$ cat src/core/tpwm_consts.vh
// Constants for the three-phase PWM control register block
`ifndef TPWM_CONSTS_VH
`define TPWM_CONSTS_VH
// ---------------------------------------------------------------
// Register offsets
// ---------------------------------------------------------------
`define TPWM_OFS_PENDING 8'hF3
`define TPWM_OFS_CTRL0 8'hF8
`define TPWM_OFS_TACHO 8'hF9
`define TPWM_OFS_XFER 8'hFA
`define TPWM_OFS_POL 8'hFB
`define TPWM_OFS_OUT 8'hFC
`define TPWM_OFS_IMASK 8'hFD
`define TPWM_OFS_DEAD 8'hFE
`define TPWM_OFS_VECT 8'hFF
// ---------------------------------------------------------------
// Reset values
// ---------------------------------------------------------------
`define TPWM_RST_CTRL0 8'h83
`define TPWM_RST_ZERO 8'h00
`define TPWM_RST_DEAD 6'h3F
// ---------------------------------------------------------------
// Field positions
// ---------------------------------------------------------------
`define TPWM_B_DT_EN 7
`define TPWM_B_TACHO_RUN 6
`define TPWM_B_PWM_RUN 5
`define TPWM_B_TACHO_ZERO 4
`define TPWM_B_PWM_ZERO 3
`define TPWM_B_SHAPE 2
`define TPWM_B_DIR 1
`define TPWM_B_COMPL 0
`define TPWM_B_EMG_IRQ_EN 6
`define TPWM_B_CLR_CAPT 5
`define TPWM_B_CAPT_SRC 4
`define TPWM_B_SOFT_CAPT 3
`define TPWM_B_ONE_SHOT 2
`define TPWM_B_GIE 7
`define TPWM_B_SOFT_XFER 1
`define TPWM_B_XFER_MODE 0
`define TPWM_B_EMG_LEVEL 7
`define TPWM_B_CMP_DIR 6
`define TPWM_B_OUT_EN 7
`define TPWM_B_OUT_SRC 6
`define TPWM_B_EMG_PEND 3
// ---------------------------------------------------------------
// Pending flag positions
// ---------------------------------------------------------------
`define TPWM_P_CMP0 7
`define TPWM_P_CAPT 6
`define TPWM_P_TOVF 5
`define TPWM_P_XFER 4
`define TPWM_P_ZERO 3
`define TPWM_P_U 2
`define TPWM_P_V 1
`define TPWM_P_W 0
// ---------------------------------------------------------------
// Timing
// ---------------------------------------------------------------
`define TPWM_DT_CLK_PER_STEP 2
`endif

$ cat src/core/tpwm_sync2.v
// Two-stage synchroniser for one asynchronous pin
`timescale 1ns/1ps
module tpwm_sync2
(
  input wire core_clk_i,
  input wire srst_i,
  input wire async_i,
  output wire sync_o
);
  reg meta_reg;
  reg sync_reg;

  always @(posedge core_clk_i)
  begin
    if (srst_i)
    begin
      meta_reg <= 1'b0;
      sync_reg <= 1'b0;
    end
    else
    begin
      meta_reg <= async_i;
      sync_reg <= meta_reg;
    end
  end

  assign sync_o = sync_reg;
endmodule

$ cat src/core/tpwm_dead_time.v
// Dead-time generator for one phase: delays each rising edge of either side
`timescale 1ns/1ps
module tpwm_dead_time
(
  input wire core_clk_i,
  input wire srst_i,
  input wire enable_i,
  input wire [6:0] delay_i,
  input wire ref_i,
  output wire hi_o,
  output wire lo_o
);
  reg ref_reg;
  reg [6:0] cnt_reg;

  // Both sides stay low while the counter runs, so the switches never overlap
  always @(posedge core_clk_i)
  begin
    if (srst_i)
    begin
      ref_reg <= 1'b0;
      cnt_reg <= 7'h00;
    end
    else if (ref_i != ref_reg)
    begin
      ref_reg <= ref_i;
      cnt_reg <= enable_i ? delay_i : 7'h00;
    end
    else if (!enable_i)
      cnt_reg <= 7'h00;
    else if (cnt_reg != 7'h00)
      cnt_reg <= cnt_reg - 7'h01;
  end

  assign hi_o = ref_reg & (cnt_reg == 7'h00);
  assign lo_o = ~ref_reg & (cnt_reg == 7'h00);
endmodule

$ cat src/core/tpwm_ctrl.v
// Control, polarity, output and interrupt-mask logic of a three-phase PWM unit
// Functional notes
// - Dead-time enable 0 stops and bypasses dead-time counter; 1 runs it.
// - Tacho run bit starts tacho counter and prescaler; 0 stops both.
// - One-shot mode: hardware clears tacho run on capture or overflow.
// - PWM run bit starts PWM counter and prescaler; 0 stops both.
// - Zero command bits clear their counter, then self-clear; writing 0 does nothing.
// - Shape select: 0 classical counting, 1 zero-centred up/down counting.
// - Direction flag is read-only hardware status: 1 up, 0 down.
// - Complementary select 0 gives same signal on both; 1 dead-time pair.
// - Emergency enable 0 passes pin through; 1 raises request, pends, drops outputs.
// - Clear-on-capture 1 zeroes tacho counter at each capture.
// - Capture source: tacho edge or software command, which self-clears.
// - Tacho one-shot: counting runs from enable to first capture or overflow.
// - Edge field: 00 none, 01 falling, 10 rising, 11 both.
// - A source interrupts only with its own enable and global enable set.
// - Per-register enables choose which preloads a software transfer copies.
// - Software transfer command in software mode copies preloads, then self-clears.
// - Transfer mode: 0 hardware paced by repetition, 1 software only.
// - Emergency level select: 0 low level acknowledged, 1 high level.
// - Zero-centred mode: U, V, W compare flags only in chosen direction.
// - Each of six phase outputs has its own inversion bit.
// - Output enable 0 floats phases; set only while emergency not pending.
// - Output source picks dead-time signals or the six direct bits.
// - Pending flags set by hardware when enabled; software clears by mask only.
// - Dead-time delay is value times two clocks; resets to all ones.
// - Emergency pending not clearable while pin active; request stays high.
`timescale 1ns/1ps
`include "tpwm_consts.vh"
module tpwm_ctrl
(
  input wire core_clk_i,
  input wire srst_i,
  input wire [7:0] reg_addr_i,
  input wire reg_wr_i,
  input wire reg_rd_i,
  input wire [7:0] reg_wdata_i,
  output wire [7:0] reg_rdata_o,
  input wire count_up_i,
  input wire [2:0] phase_ref_i,
  input wire cmp0_hit_i,
  input wire tacho_ovf_i,
  input wire auto_xfer_i,
  input wire pwm_zero_hit_i,
  input wire [2:0] phase_cmp_hit_i,
  input wire tacho_pin_i,
  input wire emerg_pin_i,
  output wire pwm_run_o,
  output wire tacho_run_o,
  output wire pwm_clear_o,
  output wire tacho_clear_o,
  output wire counter_shape_o,
  output wire tacho_capture_o,
  output wire hw_transfer_mode_o,
  output wire [4:0] soft_load_o,
  output wire irq_o,
  output wire emerg_core_o,
  output wire [5:0] phase_out_o,
  output wire [5:0] phase_oe_o
);
  // ---------------------------------------------------------------
  // Registers
  // ---------------------------------------------------------------
  reg [7:0] ctrl0_reg;
  reg [7:0] tacho_reg;
  reg [7:0] xfer_reg;
  reg [7:0] pol_reg;
  reg [7:0] out_reg;
  reg [7:0] imask_reg;
  reg [5:0] dead_reg;
  reg [7:0] pend_reg;
  reg emerg_pend_reg;
  reg [7:0] rdata_reg;
  reg tacho_prev_reg;
  reg tacho_clear_reg;
  reg capture_reg;
  reg [4:0] load_reg;
  reg [5:0] phase_reg;
  reg [5:0] oe_reg;

  reg [7:0] ctrl0_next;
  reg [7:0] tacho_next;
  reg [7:0] xfer_next;
  reg [7:0] out_next;
  reg [7:0] pend_next;
  reg emerg_pend_next;
  reg [7:0] rdata_next;

  wire tacho_sync;
  wire emerg_sync;
  wire [2:0] dt_hi;
  wire [2:0] dt_lo;
  wire [5:0] dt_pair;
  wire [5:0] src_data;
  wire [5:0] pol_data;
  wire [7:0] set_vec;
  wire wr_ctrl0;
  wire wr_tacho;
  wire wr_xfer;
  wire wr_out;
  wire wr_pend;
  wire wr_vect;
  wire tacho_rise;
  wire tacho_fall;
  wire hw_capture;
  wire soft_capture;
  wire capture_now;
  wire emerg_active;
  wire emerg_event;
  wire dir_ok;
  wire soft_xfer;
  wire one_shot_stop;

  // ---------------------------------------------------------------
  // Pin synchronisers
  // ---------------------------------------------------------------
  tpwm_sync2 u_sync_tacho
  (
    .core_clk_i(core_clk_i),
    .srst_i(srst_i),
    .async_i(tacho_pin_i),
    .sync_o(tacho_sync)
  );

  tpwm_sync2 u_sync_emerg
  (
    .core_clk_i(core_clk_i),
    .srst_i(srst_i),
    .async_i(emerg_pin_i),
    .sync_o(emerg_sync)
  );

  // ---------------------------------------------------------------
  // Decode
  // ---------------------------------------------------------------
  assign wr_ctrl0 = reg_wr_i && (reg_addr_i == `TPWM_OFS_CTRL0);
  assign wr_tacho = reg_wr_i && (reg_addr_i == `TPWM_OFS_TACHO);
  assign wr_xfer = reg_wr_i && (reg_addr_i == `TPWM_OFS_XFER);
  assign wr_out = reg_wr_i && (reg_addr_i == `TPWM_OFS_OUT);
  assign wr_pend = reg_wr_i && (reg_addr_i == `TPWM_OFS_PENDING);
  assign wr_vect = reg_wr_i && (reg_addr_i == `TPWM_OFS_VECT);

  // ---------------------------------------------------------------
  // Tacho capture and emergency
  // ---------------------------------------------------------------
  assign tacho_rise = tacho_sync & ~tacho_prev_reg;
  assign tacho_fall = ~tacho_sync & tacho_prev_reg;
  assign hw_capture = ~tacho_reg[`TPWM_B_CAPT_SRC] &
    ((tacho_reg[0] & tacho_fall) | (tacho_reg[1] & tacho_rise));
  // The command bit is held one cycle, so the capture pulse follows the write by one edge
  assign soft_capture = tacho_reg[`TPWM_B_CAPT_SRC] & tacho_reg[`TPWM_B_SOFT_CAPT];
  assign capture_now = hw_capture | soft_capture;
  assign one_shot_stop = tacho_reg[`TPWM_B_ONE_SHOT] & (capture_now | tacho_ovf_i);

  // Level sensitive: the pending bit re-sets every cycle while the pin is active
  assign emerg_active = (emerg_sync == pol_reg[`TPWM_B_EMG_LEVEL]);
  assign emerg_event = tacho_reg[`TPWM_B_EMG_IRQ_EN] & emerg_active;

  assign soft_xfer = xfer_reg[`TPWM_B_XFER_MODE] & xfer_reg[`TPWM_B_SOFT_XFER];

  // ---------------------------------------------------------------
  // Interrupt sources
  // ---------------------------------------------------------------
  assign dir_ok = ~ctrl0_reg[`TPWM_B_SHAPE] |
    (count_up_i ^ pol_reg[`TPWM_B_CMP_DIR]);
  assign set_vec = imask_reg & {cmp0_hit_i, capture_now, tacho_ovf_i, auto_xfer_i,
    pwm_zero_hit_i, phase_cmp_hit_i & {3{dir_ok}}};

  // ---------------------------------------------------------------
  // Next-state logic
  // ---------------------------------------------------------------
  always @*
  begin
    ctrl0_next = ctrl0_reg;
    if (wr_ctrl0)
      ctrl0_next = reg_wdata_i & 8'hFD;
    else
      ctrl0_next = ctrl0_reg & 8'hE7;
    // Software write in the same cycle keeps its own value
    if (one_shot_stop && !wr_ctrl0)
      ctrl0_next[`TPWM_B_TACHO_RUN] = 1'b0;
    ctrl0_next[`TPWM_B_DIR] = 1'b0;

    tacho_next = tacho_reg;
    if (wr_tacho)
      tacho_next = reg_wdata_i & 8'h7F;
    else
      tacho_next[`TPWM_B_SOFT_CAPT] = 1'b0;

    xfer_next = xfer_reg;
    if (wr_xfer)
      xfer_next = reg_wdata_i;
    else
      xfer_next[`TPWM_B_SOFT_XFER] = 1'b0;

    out_next = out_reg;
    if (wr_out)
    begin
      out_next = reg_wdata_i;
      if (emerg_pend_reg)
        out_next[`TPWM_B_OUT_EN] = 1'b0;
    end
    if (emerg_event)
      out_next[`TPWM_B_OUT_EN] = 1'b0;

    // Clear by mask: written zeros clear, ones keep; a new event wins
    pend_next = pend_reg;
    if (wr_pend)
      pend_next = pend_reg & reg_wdata_i;
    pend_next = pend_next | set_vec;

    emerg_pend_next = emerg_pend_reg;
    if (wr_vect && !reg_wdata_i[`TPWM_B_EMG_PEND] && !emerg_active)
      emerg_pend_next = 1'b0;
    if (emerg_event)
      emerg_pend_next = 1'b1;

    rdata_next = 8'h00;
    case (reg_addr_i)
      `TPWM_OFS_CTRL0:
      begin
        rdata_next = ctrl0_reg;
        rdata_next[`TPWM_B_DIR] = count_up_i;
      end
      `TPWM_OFS_TACHO: rdata_next = tacho_reg;
      `TPWM_OFS_XFER: rdata_next = xfer_reg;
      `TPWM_OFS_POL: rdata_next = pol_reg;
      `TPWM_OFS_OUT: rdata_next = out_reg;
      `TPWM_OFS_IMASK: rdata_next = imask_reg;
      `TPWM_OFS_DEAD: rdata_next = {2'b00, dead_reg};
      `TPWM_OFS_PENDING: rdata_next = pend_reg;
      `TPWM_OFS_VECT: rdata_next = {4'h0, emerg_pend_reg, 3'h0};
      default: rdata_next = 8'h00;
    endcase
  end

  // ---------------------------------------------------------------
  // State
  // ---------------------------------------------------------------
  always @(posedge core_clk_i)
  begin
    if (srst_i)
    begin
      ctrl0_reg <= `TPWM_RST_CTRL0 & 8'hFD;
      tacho_reg <= `TPWM_RST_ZERO;
      xfer_reg <= `TPWM_RST_ZERO;
      pol_reg <= `TPWM_RST_ZERO;
      out_reg <= `TPWM_RST_ZERO;
      imask_reg <= `TPWM_RST_ZERO;
      dead_reg <= `TPWM_RST_DEAD;
      pend_reg <= `TPWM_RST_ZERO;
      emerg_pend_reg <= 1'b0;
      rdata_reg <= 8'h00;
      tacho_prev_reg <= 1'b0;
      tacho_clear_reg <= 1'b0;
      capture_reg <= 1'b0;
      load_reg <= 5'h00;
    end
    else
    begin
      ctrl0_reg <= ctrl0_next;
      tacho_reg <= tacho_next;
      xfer_reg <= xfer_next;
      out_reg <= out_next;
      pend_reg <= pend_next;
      emerg_pend_reg <= emerg_pend_next;
      tacho_prev_reg <= tacho_sync;
      capture_reg <= capture_now;
      tacho_clear_reg <= capture_now & tacho_reg[`TPWM_B_CLR_CAPT];
      load_reg <= xfer_reg[6:2] & {5{soft_xfer}};
      if (reg_rd_i)
        rdata_reg <= rdata_next;
      if (reg_wr_i && reg_addr_i == `TPWM_OFS_POL)
        pol_reg <= reg_wdata_i;
      if (reg_wr_i && reg_addr_i == `TPWM_OFS_IMASK)
        imask_reg <= reg_wdata_i;
      if (reg_wr_i && reg_addr_i == `TPWM_OFS_DEAD)
        dead_reg <= reg_wdata_i[5:0];
    end
  end

  // ---------------------------------------------------------------
  // Dead time and phase outputs
  // ---------------------------------------------------------------
  genvar ph;
  generate
    for (ph = 0; ph < 3; ph = ph + 1)
    begin : g_phase
      tpwm_dead_time u_dt
      (
        .core_clk_i(core_clk_i),
        .srst_i(srst_i),
        .enable_i(ctrl0_reg[`TPWM_B_DT_EN]),
        .delay_i({dead_reg, 1'b0}),
        .ref_i(phase_ref_i[ph]),
        .hi_o(dt_hi[ph]),
        .lo_o(dt_lo[ph])
      );
      // Phase index 2 is U and lands on the top pair of bits
      assign dt_pair[2 * ph + 1] = ctrl0_reg[`TPWM_B_COMPL] ? dt_hi[ph] : phase_ref_i[ph];
      assign dt_pair[2 * ph] = ctrl0_reg[`TPWM_B_COMPL] ? dt_lo[ph] : phase_ref_i[ph];
    end
  endgenerate

  assign src_data = out_reg[`TPWM_B_OUT_SRC] ? out_reg[5:0] : dt_pair;
  assign pol_data = src_data ^ pol_reg[5:0];

  // Outputs are registered so the pins never glitch on a mode change
  always @(posedge core_clk_i)
  begin
    if (srst_i)
    begin
      phase_reg <= 6'h00;
      oe_reg <= 6'h00;
    end
    else
    begin
      phase_reg <= pol_data;
      oe_reg <= {6{out_next[`TPWM_B_OUT_EN]}};
    end
  end

  // ---------------------------------------------------------------
  // Output assignments
  // ---------------------------------------------------------------
  assign reg_rdata_o = rdata_reg;
  assign pwm_run_o = ctrl0_reg[`TPWM_B_PWM_RUN];
  assign tacho_run_o = ctrl0_reg[`TPWM_B_TACHO_RUN];
  assign pwm_clear_o = ctrl0_reg[`TPWM_B_PWM_ZERO];
  assign tacho_clear_o = ctrl0_reg[`TPWM_B_TACHO_ZERO] | tacho_clear_reg;
  assign counter_shape_o = ctrl0_reg[`TPWM_B_SHAPE];
  assign tacho_capture_o = capture_reg;
  assign hw_transfer_mode_o = ~xfer_reg[`TPWM_B_XFER_MODE];
  assign soft_load_o = load_reg;
  assign irq_o = xfer_reg[`TPWM_B_GIE] & (|pend_reg);
  assign emerg_core_o = tacho_reg[`TPWM_B_EMG_IRQ_EN] ? emerg_pend_reg : emerg_sync;
  assign phase_out_o = phase_reg;
  assign phase_oe_o = oe_reg;
endmodule

$ cat config.mk
export PLATFORM = sky130hd
export DESIGN_NAME = tpwm_ctrl
export DESIGN_NICKNAME = d
export VERILOG_FILES = /design/src/core/tpwm_sync2.v /design/src/core/tpwm_dead_time.v /design/src/core/tpwm_ctrl.v
export VERILOG_INCLUDE_DIRS = /design/src /design/src/core
export SDC_FILE = /design/constraint.sdc
export NUM_CORES = 1
export LEC_CHECK = 0
export BUFFER_PORTS_ARGS = -buffer_cell sky130_fd_sc_hd__buf_2
export CORE_MARGIN = 5
export CORE_UTILIZATION = 45
export DETAILED_ROUTE_END_ITERATION = 16
export HOLD_SLACK_MARGIN = 0.02
export MAX_ROUTING_LAYER = met4
export PLACE_DENSITY_LB_ADDON = 0.12
export SYNTH_ARGS = -nofsm -noshare
export SYNTH_HDL_FRONTEND = slang
export SYNTH_HIERARCHICAL = 1
export SYNTH_SLANG_ARGS = --single-unit
$ cat constraint.sdc
create_clock -name core_clk_i -period 2.1 [get_ports core_clk_i]
set_input_delay 0 -clock core_clk_i [delete_from_list [all_inputs] [get_ports core_clk_i]]
set_output_delay 0 -clock core_clk_i [all_outputs]
set_load 0.05 [all_outputs]
## Word-level counts from Yosys, hierarchy flattened

Index checks and enable logic that the tools add are counted.

| operators by class | value |
|---|---|
| add/subtract/negate cells | 3 |
| eq/ne operators | 16 |
| mux-type cells | 25 |
| bitwise logic cells | 40 |
| reductions and logical operators | 27 |

Operator list:

| kind | count |
|---|---|
| 8-bit == test (second input constant) | 9 |
| 8-bit case mux with 9 select lines | 1 |
| 7-bit 2-to-1 mux | 10 |
| 7-bit logical NOT | 3 |
| 7-bit nonzero test | 3 |
| 7-bit by 1-bit subtractor with 7-bit output (second input constant) | 3 |
| 1-bit bitwise AND | 17 |
| 8-bit bitwise AND | 2 |
| 8-bit 2-to-1 mux | 2 |
| 1-bit logical AND | 12 |
| 1-bit 2-to-1 mux | 11 |
| 1-bit NOT | 11 |
| 3-bit by 1-bit inequality test with 1-bit output (second input constant) | 3 |
| 8-bit OR | 1 |
| 2-bit OR reduction | 4 |
| 8-bit OR reduction | 1 |
| 6-bit 2-to-1 mux | 1 |
| 6-bit XOR | 1 |
| 5-bit bitwise AND | 1 |
| 1-bit OR | 5 |
| 3-bit bitwise AND | 1 |
| 1-bit logical NOT | 3 |
| 1-bit inequality test | 3 |
| 2-bit nonzero test | 1 |
| other kinds (2) | 2 |

| word-level totals | value |
|---|---|
| flip-flop bits (word level) | 112 |
| input bits | 33 |
| output and inout port bits | 34 |
| logic and storage cells | 142 |

## Depth between registers and ports, before layout

Gate-level depths: netlist of run 1.

| depth | value |
|---|---|
| depth after elaboration | 10 |
| gate-level depth with buffers | 10 |
| depth with buffers taken out | 9 |

## Cells and area by module

Netlist of run 1, hierarchy kept.

By module, submodules not included:

| module | instances | cells each | area each (um^2) | seq. area each (um^2) |
|---|---|---|---|---|
| tpwm_ctrl | 1 | 423 | 3935.0 | 1661.6 |
| tpwm_dead_time | 3 | 53 | 431.7 | 160.2 |
| tpwm_sync2 | 2 | 4 | 52.6 | 40.0 |

## Worst setup path before layout of run 1

No wires, ideal clock.

| timing | value |
|---|---|
| kind | reg2reg |
| start point | register g_phase[0].u_dt.cnt_reg[0] |
| end point | register phase_reg[0] (netlist: phase_out_o[0]) |
| library setup time | 0.128 ns |
| arrival | 1.844 ns |
| required time | 1.972 ns |
| path slack | 0.128 ns |
| stages on the path, launching flop included | 11 |
| buffers on the path | 1 |
| clock period less this slack | 1.972 ns |
| cell sequence | dfxtp_1 inv_1 ha_1 or4b_1 buf_2 or2_4 nor2_1 mux2i_1 o21ai_0 xnor2_1 nor2_1 |

| on the way | value |
|---|---|
| cells in the longest elaborated chain, start to end | 5 |

Ends and longest elaborated chain:

| element | line | source |
|---|---|---|
| start: declaration | tpwm_dead_time.v:14 | `reg [6:0] cnt_reg;` |
| start signal: assignment | tpwm_dead_time.v:27 | `cnt_reg <= enable_i ? delay_i : 7'h00;` |
| start signal: assignment | tpwm_dead_time.v:32 | `cnt_reg <= cnt_reg - 7'h01;` |
| 7-bit logical NOT | tpwm_dead_time.v:36 | `assign lo_o = ~ref_reg & (cnt_reg == 7'h00);` |
| 1-bit bitwise AND | tpwm_dead_time.v:36 |  |
| net dt_lo[0] | tpwm_ctrl.v:92 | `wire [2:0] dt_lo;` |
| 1-bit 2-to-1 mux | tpwm_ctrl.v:301 | `` assign dt_pair[2 * ph] = ctrl0_reg[`TPWM_B_COMPL] ? dt_lo[ph] : phase_ref_i[ph]; `` |
| 6-bit 2-to-1 mux | tpwm_ctrl.v:305 | `` assign src_data = out_reg[`TPWM_B_OUT_SRC] ? out_reg[5:0] : dt_pair; `` |
| 6-bit XOR | tpwm_ctrl.v:306 | `assign pol_data = src_data ^ pol_reg[5:0];` |
| end signal: assignment | tpwm_ctrl.v:318 | `phase_reg <= pol_data;` |
| end: declaration | tpwm_ctrl.v:78 | `reg [5:0] phase_reg;` |

The timed path passes the listed nets, and every way through them passes these cells.
A chain may end at the register's enable or synchronous reset.

## Worst setup path after layout of run 1

| timing | value |
|---|---|
| start point | register g_phase[1].u_dt.cnt_reg[0] |
| end point | register phase_reg[2] (netlist: phase_out_o[2]) |

| on the way | value |
|---|---|
| cells in the longest elaborated chain, start to end | 5 |

Ends and longest elaborated chain:

| element | line |
|---|---|
| start: declaration | tpwm_dead_time.v:14 |
| start signal: assignment | tpwm_dead_time.v:27 |
| start signal: assignment | tpwm_dead_time.v:32 |
| 7-bit logical NOT | tpwm_dead_time.v:36 |
| 1-bit bitwise AND | tpwm_dead_time.v:36 |
| net dt_lo[1] | tpwm_ctrl.v:92 |
| 1-bit 2-to-1 mux | tpwm_ctrl.v:301 |
| 6-bit 2-to-1 mux | tpwm_ctrl.v:305 |
| 6-bit XOR | tpwm_ctrl.v:306 |

The timed path passes the listed nets, and every way through them passes these cells.

==> results of run 1 <==
report_power, final:
group          internal, mW  switching, mW
combinational         0.290          0.353
sequential             2.18         0.0616
clock                  1.05          0.783
cell families after synthesis:
| logic type | Yosys count |
|---|---|
| mux | 63 |
| xor+xnor | 23 |
| flops | 111 |
| fa+ha+maj | 3 |
| buf+inv | 57 |
| other cells | 1 |
| simple gates | 215 |
| compound gates | 117 |
cells in the mapped netlist, types with 7 or more instances:
cell      count  share of area, %
a211o_1       8               1.3
a211oi_1      9               1.3
a21oi_1      27               2.5
and2_1       11               1.3
buf_2         9              0.84
buf_4        12               1.7
clkbuf_1     12              0.84
dfxtp_1     111                42
inv_1        20               1.4
mux2i_1      57                11
nand2_1      37               2.6
nand2b_1     15               1.8
nand3_1      18               1.7
nand3b_1      7              0.98
nor2_1       69               4.9
nor2b_1      14               1.6
nor3_1        7              0.66
o211ai_1      7              0.98
o21ai_0      25               2.3
o31ai_1       9               1.3
xnor2_1      14               2.3
xor2_1        9               1.5
cell usage in the layout (no fill, tap or decap), drive strengths merged, types with 4 or more instances in the layout:
cell type and instances:
o21ai 25, nor4 4, inv 21, xor2 9, dlygate4sd3 16, mux2 5
o211ai 7, a22o 5, a221oi 6, mux2i 57, clkbuf 9, a211oi 9
and2 11, nand4 5, dfxtp 111, nor2b 14, a211o 8, nor2 69
or2 8, nand3b 7, nand2 37, nor3 7, o2bb2ai 5, nand2b 15
nand3 19, o31ai 9, buf 87, xnor2 14, a21oi 27
per-layer routing:
| layer | up-vias | global-route usage [%] | share of wire [%] |
|---|---|---|---|
| li1 | 2236 | - | - |
| met1 | 2227 | 28.2 | 46 |
| met2 | 144 | 34.8 | 47 |
| met3 | 21 | 5.07 | 5.6 |
| met4 | 0 | 5.43 | 1.9 |
| met5 | - | - | 0 |
timing repair:
action | CTS | global route
endpoints found under the setup margin | 1 | 6
pin swaps | 0 | 9
hold buffers | 16 | 0
endpoints found under the hold margin | 25 | 0
gates resized for setup | 1 | 20
setup buffers | 0 | 3
per-stage QoR:
stage	util, %	hold slack, ps	power (mW)	setup TNS [ps]
after floorplan	-	71.6	2.68	0
after global placement	50.1	212	2.84	0
after detailed placement	50.1	219	2.85	0
after CTS	54.4	22.4	4.71	0
after global routing	54.9	48.3	4.91	-1.60
final	54.9	32.2	4.71	0
how the worst max path moves through the flow:
stage,from,end,slack [ps],cells past startpoint
after floorplan,g_phase[0].u_dt/cnt_reg[0],phase_out_o[0],130,10
after detailed placement,g_phase[0].u_dt/cnt_reg[0],phase_out_o[0],2,9
final,g_phase[1].u_dt/cnt_reg[0],phase_out_o[2],120,9
after global routing,g_phase[1].u_dt/cnt_reg[1],phase_out_o[2],-2,9
after global placement,g_phase[0].u_dt/cnt_reg[0],phase_out_o[0],70,9
after CTS,g_phase[1].u_dt/cnt_reg[0],phase_out_o[2],20,9
layout make-up:
class	count	area, um2	share of cell area (%)
multi-input combinational	424	2870	45.4
sequential	111	2230	35.2
timing repair buffer	103	648	10.2
clock buffer	9	225	3.56
tap	143	179	2.83
clock inverter	7	97.6	1.54
inverter	21	78.8	1.25
worst max-delay path, delay by kind of cell (launching register included):
family | cells | cell delay, ps
DFF | 1 | 340
muxes | 1 | 80
buffers and inverters | 1 | 60
and+or+nand+nor | 4 | 880
xor gates and xnor gates | 1 | 130
adders and majority gates | 1 | 170
AOI/OAI and AO/OA | 1 | 180
==> summary.md, run 1 <==
The run finished with clean final reports. Worst flop-to-flop path endpoint: phase_out_o[2]. The path with the worst hold slack has its endpoint at ctrl0_reg[4]. The critical path data required time is 2340 ps, and the sum of routed wire length over all layers is 15.1 mm.

After filler insertion, the fill cell instance count of the layout stands at 1075. For this design the ratio of total power to cell area is 745 mW/mm2. The finished cells cover 0.00633 mm2. The delay of the slowest cell on the worst path is 470 ps. The count of buffers added on input and output ports is 66.

The simple-gate area share of the yosys netlist came out at 21.2%. The analysis attributes to cell leakage a power of 2.79 nW. After the last flow step, the layout net total stands at 706.

The run gives 59 as the unique cell type count in the Yosys netlist. The H-tree was split into 3 levels. For the relative slew slack, the log shows 60.8%. The classification of the worst setup path was reg -> reg. The number of pins exceeding their max-slew limit in the final report came out at 0. In this run the critical register-to-register path is launched from g_phase[1].u_dt/cnt_reg[0].

The worst setup path is captured at a flop. The final critical-path share of the clock period is 94.2%. Of all nets on the critical path, the largest fanout is 4. By area, the combinational part of the netlist is dominated by simple AND/OR/NAND/NOR gates. The final RePlAce weighted congestion is 0.936. The minimum period implied by the final worst setup slack came out at 1980 ps. The worst hold path passes through 3 cells. In this design, the critical path's most frequently occurring cell is nor2_1.

The first routing iteration left 287 violations. The run gives 590 as the cell count after synthesis. The initial utilization of the core area, before any placement, comes to 46.3%. Data on the critical path arrives at its endpoint at 2220 ps.

First-pass detailed-route iteration total: 5. The total global routing track utilization is 21.8%. Clock skew on the completed layout was measured at 10.3 ps.

The transition time at the pin with the least slew margin was 588 ps. The width of the chip is 119 um. The number of endpoints with negative hold slack in the final report is 0, and the worst-case clock buffer depth is 2. The clock root buffer was clkbuf_16.

TritonCTS built the clock tree. The count of pins on the block boundary was 67; the worst-case register-to-register setup slack was 120 ps. Yosys mapped a number of flops with a built-in enable equal to 0. The vertical die dimension is 119 um. The Yosys step of the flow raised 6 warnings. The cell count after placement is 783, and the number of antenna-violating nets in the routed design is 0. After synthesis the netlist holds a flip-flop and latch count of 111.

After clock tree synthesis, the clock-pin slew on the worst setup and hold paths is 80 ps. The core region is 0.0115 mm2. The number of sinks handled by clock tree synthesis is 111.

The worst-case reg-to-reg path depth came out at 9. The setup-violating endpoint count in the final report was 0; the xor-xnor portion of the synthesized cell area was 3.78%. Entering global routing, the biggest net connects 29 pins.

The clock reaches the later pin of the worst-skew pair after 360 ps. Share of flip-flops with an asynchronous set or reset after synthesis: 0%. Averaged over all synthesized cells, the footprint is 9.04 um2.

The slowest cell on the critical path was or4b_4. In the final layout, the share of cells above drive strength 1 is 20.7%. For the worst slack at placement, the log shows 2.29 ps. The average wire per standard cell was 18.5 um. For the post-synthesis cell area, the log shows 0.00534 mm2. Across the run, the number of max-cap violations was 0.

The wire-length estimate of the detail-placed layout is 11.1 mm. The repair_antennas step left the layout with diodes totalling 0. Summing the areas of all compound-gate instances in the mapped netlist gives 15.0% of the synthesized area. The signal on the critical path passes through inv_1 -> ha_2 -> or4b_4 -> or2_4 -> nor2_1 -> mux2i_1 -> o21ai_1 -> xnor2_1 -> nor2_1.

The register with the most flip-flops in the layout has 21 of them. Compared with the post-synthesis result, the final layout area differs by 18.6%. Summing the areas of all fa, ha and maj instances in the mapped netlist gives 0.704% of the synthesized area. The sequential cell area fraction in the yosys report was 41.7%. In this run the worst hold path is classified as in -> reg. The residual overflow from global routing is 0. The type of element launching the critical path is a flop. In this run, CTS created clock tree buffers numbering 9. For this run, the leading register cell type out of synthesis is dfxtp_1. The remaining routing DRC violations came out at 0.

The per-cell via count in the routed design was 5.66; the initial antenna violation count was 0. The first global-routing pass estimated 23.8 mm of wire. Row generation in the floorplan step produced 39 rows. The tools report the area of placed instances as 0.00577 mm2. Via count: 4628. The tools report the peak supply drop as 0.699 mV. The logs give 4423 for the via count of the first global-routing pass and 0.0141 mm2 for the die footprint. The peak clock frequency supported by timing is 0.506 GHz, and the non-filler instance count after layout is 818.

The source of the worst hold timing path was reg_wdata_i[4]. For the setup slack of the critical path after layout, the log shows 122 ps. After synthesis, the share of cell area in mux cells is 12.2%.
No activity file was read; power rests on OpenSTA's default activity.
==> inputs of run 2 (changes only) <==
--- a/config.mk
+++ b/config.mk
@@ -12,7 +12,7 @@
 export DETAILED_ROUTE_END_ITERATION = 16
 export HOLD_SLACK_MARGIN = 0.02
 export MAX_ROUTING_LAYER = met4
-export PLACE_DENSITY_LB_ADDON = 0.12
+export PLACE_DENSITY = 0.67
 export SYNTH_ARGS = -nofsm -noshare
 export SYNTH_HDL_FRONTEND = slang
 export SYNTH_HIERARCHICAL = 1
==> constraint.sdc (replaced) <==
create_clock -name core_clk_i -period 1.8 [get_ports core_clk_i]
set_input_delay 0 -clock core_clk_i [delete_from_list [all_inputs] [get_ports core_clk_i]]
set_output_delay 0 -clock core_clk_i [all_outputs]
set_load 0.05 [all_outputs]
==> run 2 against run 1 <==
Effect of this change:
- first-iteration DRC count grew 32%
- the flow now finishes with violations (negative setup slack)
- final cell count up 3.1%
- count of clock-buffer cells in the layout increased by 3
- die area did not move
- largest cell class unchanged
==> summary.md, run 2 (same netlist as run 1, synthesis figures left out) <==
The flow ran to the end, but the final reports show violations. The final reports fail on negative setup slack. Total number of nets in the final design: 731. The largest net degree at the start of global routing is 47. The minimum period implied by the final worst setup slack was 1890 ps. Summed over all cells, the static leakage comes to 2.93 nW.

The count of input and output buffers came out at 66. Once detail routing completed, the nets flagged for antenna violations numbered 0. TritonCTS built the clock tree. The sequential cells in the finished layout cover a total of 0.00223 mm2. The area of placed instances was 0.00602 mm2; the post-route standard cell area excluding fillers was 0.00658 mm2. The die covers 0.0141 mm2. For the initial antenna violation count, the log shows 0.

In the routed layout, each cell is associated on average with a via count of 5.67. Clock skew on the completed layout was measured at 7.07 ps. In this run, CTS created clock tree buffers numbering 9.

The run gives 5 as the setup-violating endpoint count in the final report. The tools report the number of pins exceeding their max-slew limit in the final report as 0. The total overflow left after global routing is 0. The initialized floorplan defines 39 standard-cell rows. The count of pins on the block boundary came out at 67. The area of the placeable core was 0.0115 mm2; the number of endpoints with negative hold slack in the final report was 0.

For the via count, the log shows 4776. At the placement stage, the worst setup path has a slack of -121 ps. After legalization and detailed placement, the total HPWL measured 11.1 mm. After detailed routing, the number of remaining DRC violations is 0. For this run, the detailed router's first-pass iteration total came to 5. The via count of the first global-routing pass is 4720, and the power per cell area is 849 mW/mm2.

The peak clock frequency supported by timing came out at 0.530 GHz. The class of the tightest hold or removal check is in -> reg. For the number of violations reported at the end of detailed-routing iteration 0, the log shows 380. The number of fill cells in the layout was 1054; the final RePlAce weighted congestion was 0.926.

The maximum fanout encountered on the critical timing path was 6. The library cells used most frequently in the layout, excluding fill and tap cells, are 105 x dfxtp_1, 66 x buf_2, 63 x nor2_1, 57 x mux2i_1, 41 x buf_4. The run gives 22.2% as the total global routing track utilization. The H-tree was split into 3 levels. Sum of routed wire length over all layers: 15.2 mm.

The worst-case clock buffer depth was 2; the number of antenna diodes was 0. STA classifies the critical path startpoint as a flop. The multi-input combinational cells in the finished layout cover a total of 0.00291 mm2.

Critical path arrival: 2110 ps. The first global-routing pass estimated 24.5 mm of wire. The worst setup path is captured at a flop. The register with the most flip-flops in the layout has 21 of them.

The tools report the setup slack of the critical path after layout as -85.1 ps. The transition time at the pin with the least slew margin came out at 569 ps. In the final routed layout, each cell accounts on average for 18.1 um.

Compared with the post-synthesis result, the final layout area differs by 23.4%. The width of the chip is 119 um, and the vertical die dimension is 119 um. The share of post-route cells with drive strength above 1 is 24.7%. In this run the tightest slew margin relative to its limit is 61.9%. The root buffer cell chosen for the clock tree is clkbuf_16. After clock tree synthesis, the clock-pin slew on the worst setup and hold paths is 70 ps. Setup repair after global routing could not meet its margin everywhere. Max-cap violations in this run came to 0. The peak supply drop was 0.419 mV; the cell count after placement was 804. The post-layout utilization of the core came out at 57.2%.

The critical path is of the reg -> reg type. STA puts the critical path data required time at 2020 ps. The effective utilization at floorplan is 46.3%. The commonest non-fill, non-tap cell in the layout was dfxtp_1. The clock insertion delay at the later pin of the skew report came out at 350 ps.

The final critical-path share of the clock period is 105%, and the number of sinks handled by clock tree synthesis is 111. The finished layout holds 843 standard cells, fillers aside. Total power: 5.59 mW.
run 2: changes by cell type in the layout (fill, tap and decap cells not counted), sizes merged:
| cell | previous run | this run |
|---|---|---|
| clkinvlp | 2 | 0 |
| buf | 87 | 109 |
| bufinv | 2 | 1 |
| dlygate4sd3 | 16 | 19 |
| clkbuf | 9 | 12 |
run 2: final timing paths:
kind	cells past startpoint	start	slack (ps)	end
setup / recovery	9	g_phase[1].u_dt/cnt_reg[0]	-90	phase_out_o[2]
hold / removal	3	reg_wdata_i[5]	40	tacho_reg[5]
hold reg to reg	1	u_sync_tacho/meta_reg	440	u_sync_tacho/sync_o
setup reg to reg	9	g_phase[1].u_dt/cnt_reg[0]	-90	phase_out_o[2]
run 2: final cells by class:
cell class / instances / area share [%]
Clock inverter: 4 / 0.798
Tap cell: 143 / 2.72
Multi-Input combinational cell: 424 / 44.2
Clock buffer: 12 / 4.05
Inverter: 21 / 1.20
Timing Repair Buffer: 128 / 13.2
Sequential cell: 111 / 33.9
run 2: through the flow:
stage	TNS [ps]	hold slack, ps
after floorplan	-543	71.6
after global routing	-1050	60.9
final	-310	43.0
after global placement	-151	214
after CTS	-267	33.8
after detailed placement	-363	216
run 2: worst max-delay path, stage by stage (launching register included):
cell	delay (ps)
dfxtp_2	330
inv_2	60
ha_4	120
or4b_4	500
or2_4	260
nor2_2	80
mux2i_1	70
o21ai_1	160
xnor2_1	130
nor2_1	50
run 2: per-layer routing:
metal	track usage, %	vias up	share of wire (%)	wire, um
met2	33.4	161	45	6900
li1	-	2300	-	-
met4	8.40	0	2.2	331
met3	4.03	28	5.9	893
met1	30.0	2287	47	7100
met5	-	-	0	0
run 2: report_power, final:
group	switching (mW)	total (mW)	leakage (nW)	internal, mW
Sequential	0.0569	2.60	0.904	2.54
Combinational	0.461	0.882	1.86	0.421
Clock	0.915	2.11	0.159	1.20
Total	1.43	5.59	2.93	4.16
run 2: timing repair:
action                     CTS  global route
gates resized for setup      4             5
pin swaps                   13            15
setup endpoints to repair    6            10
setup buffers                3             1
hold endpoints to repair    32             0
hold buffers                19             0
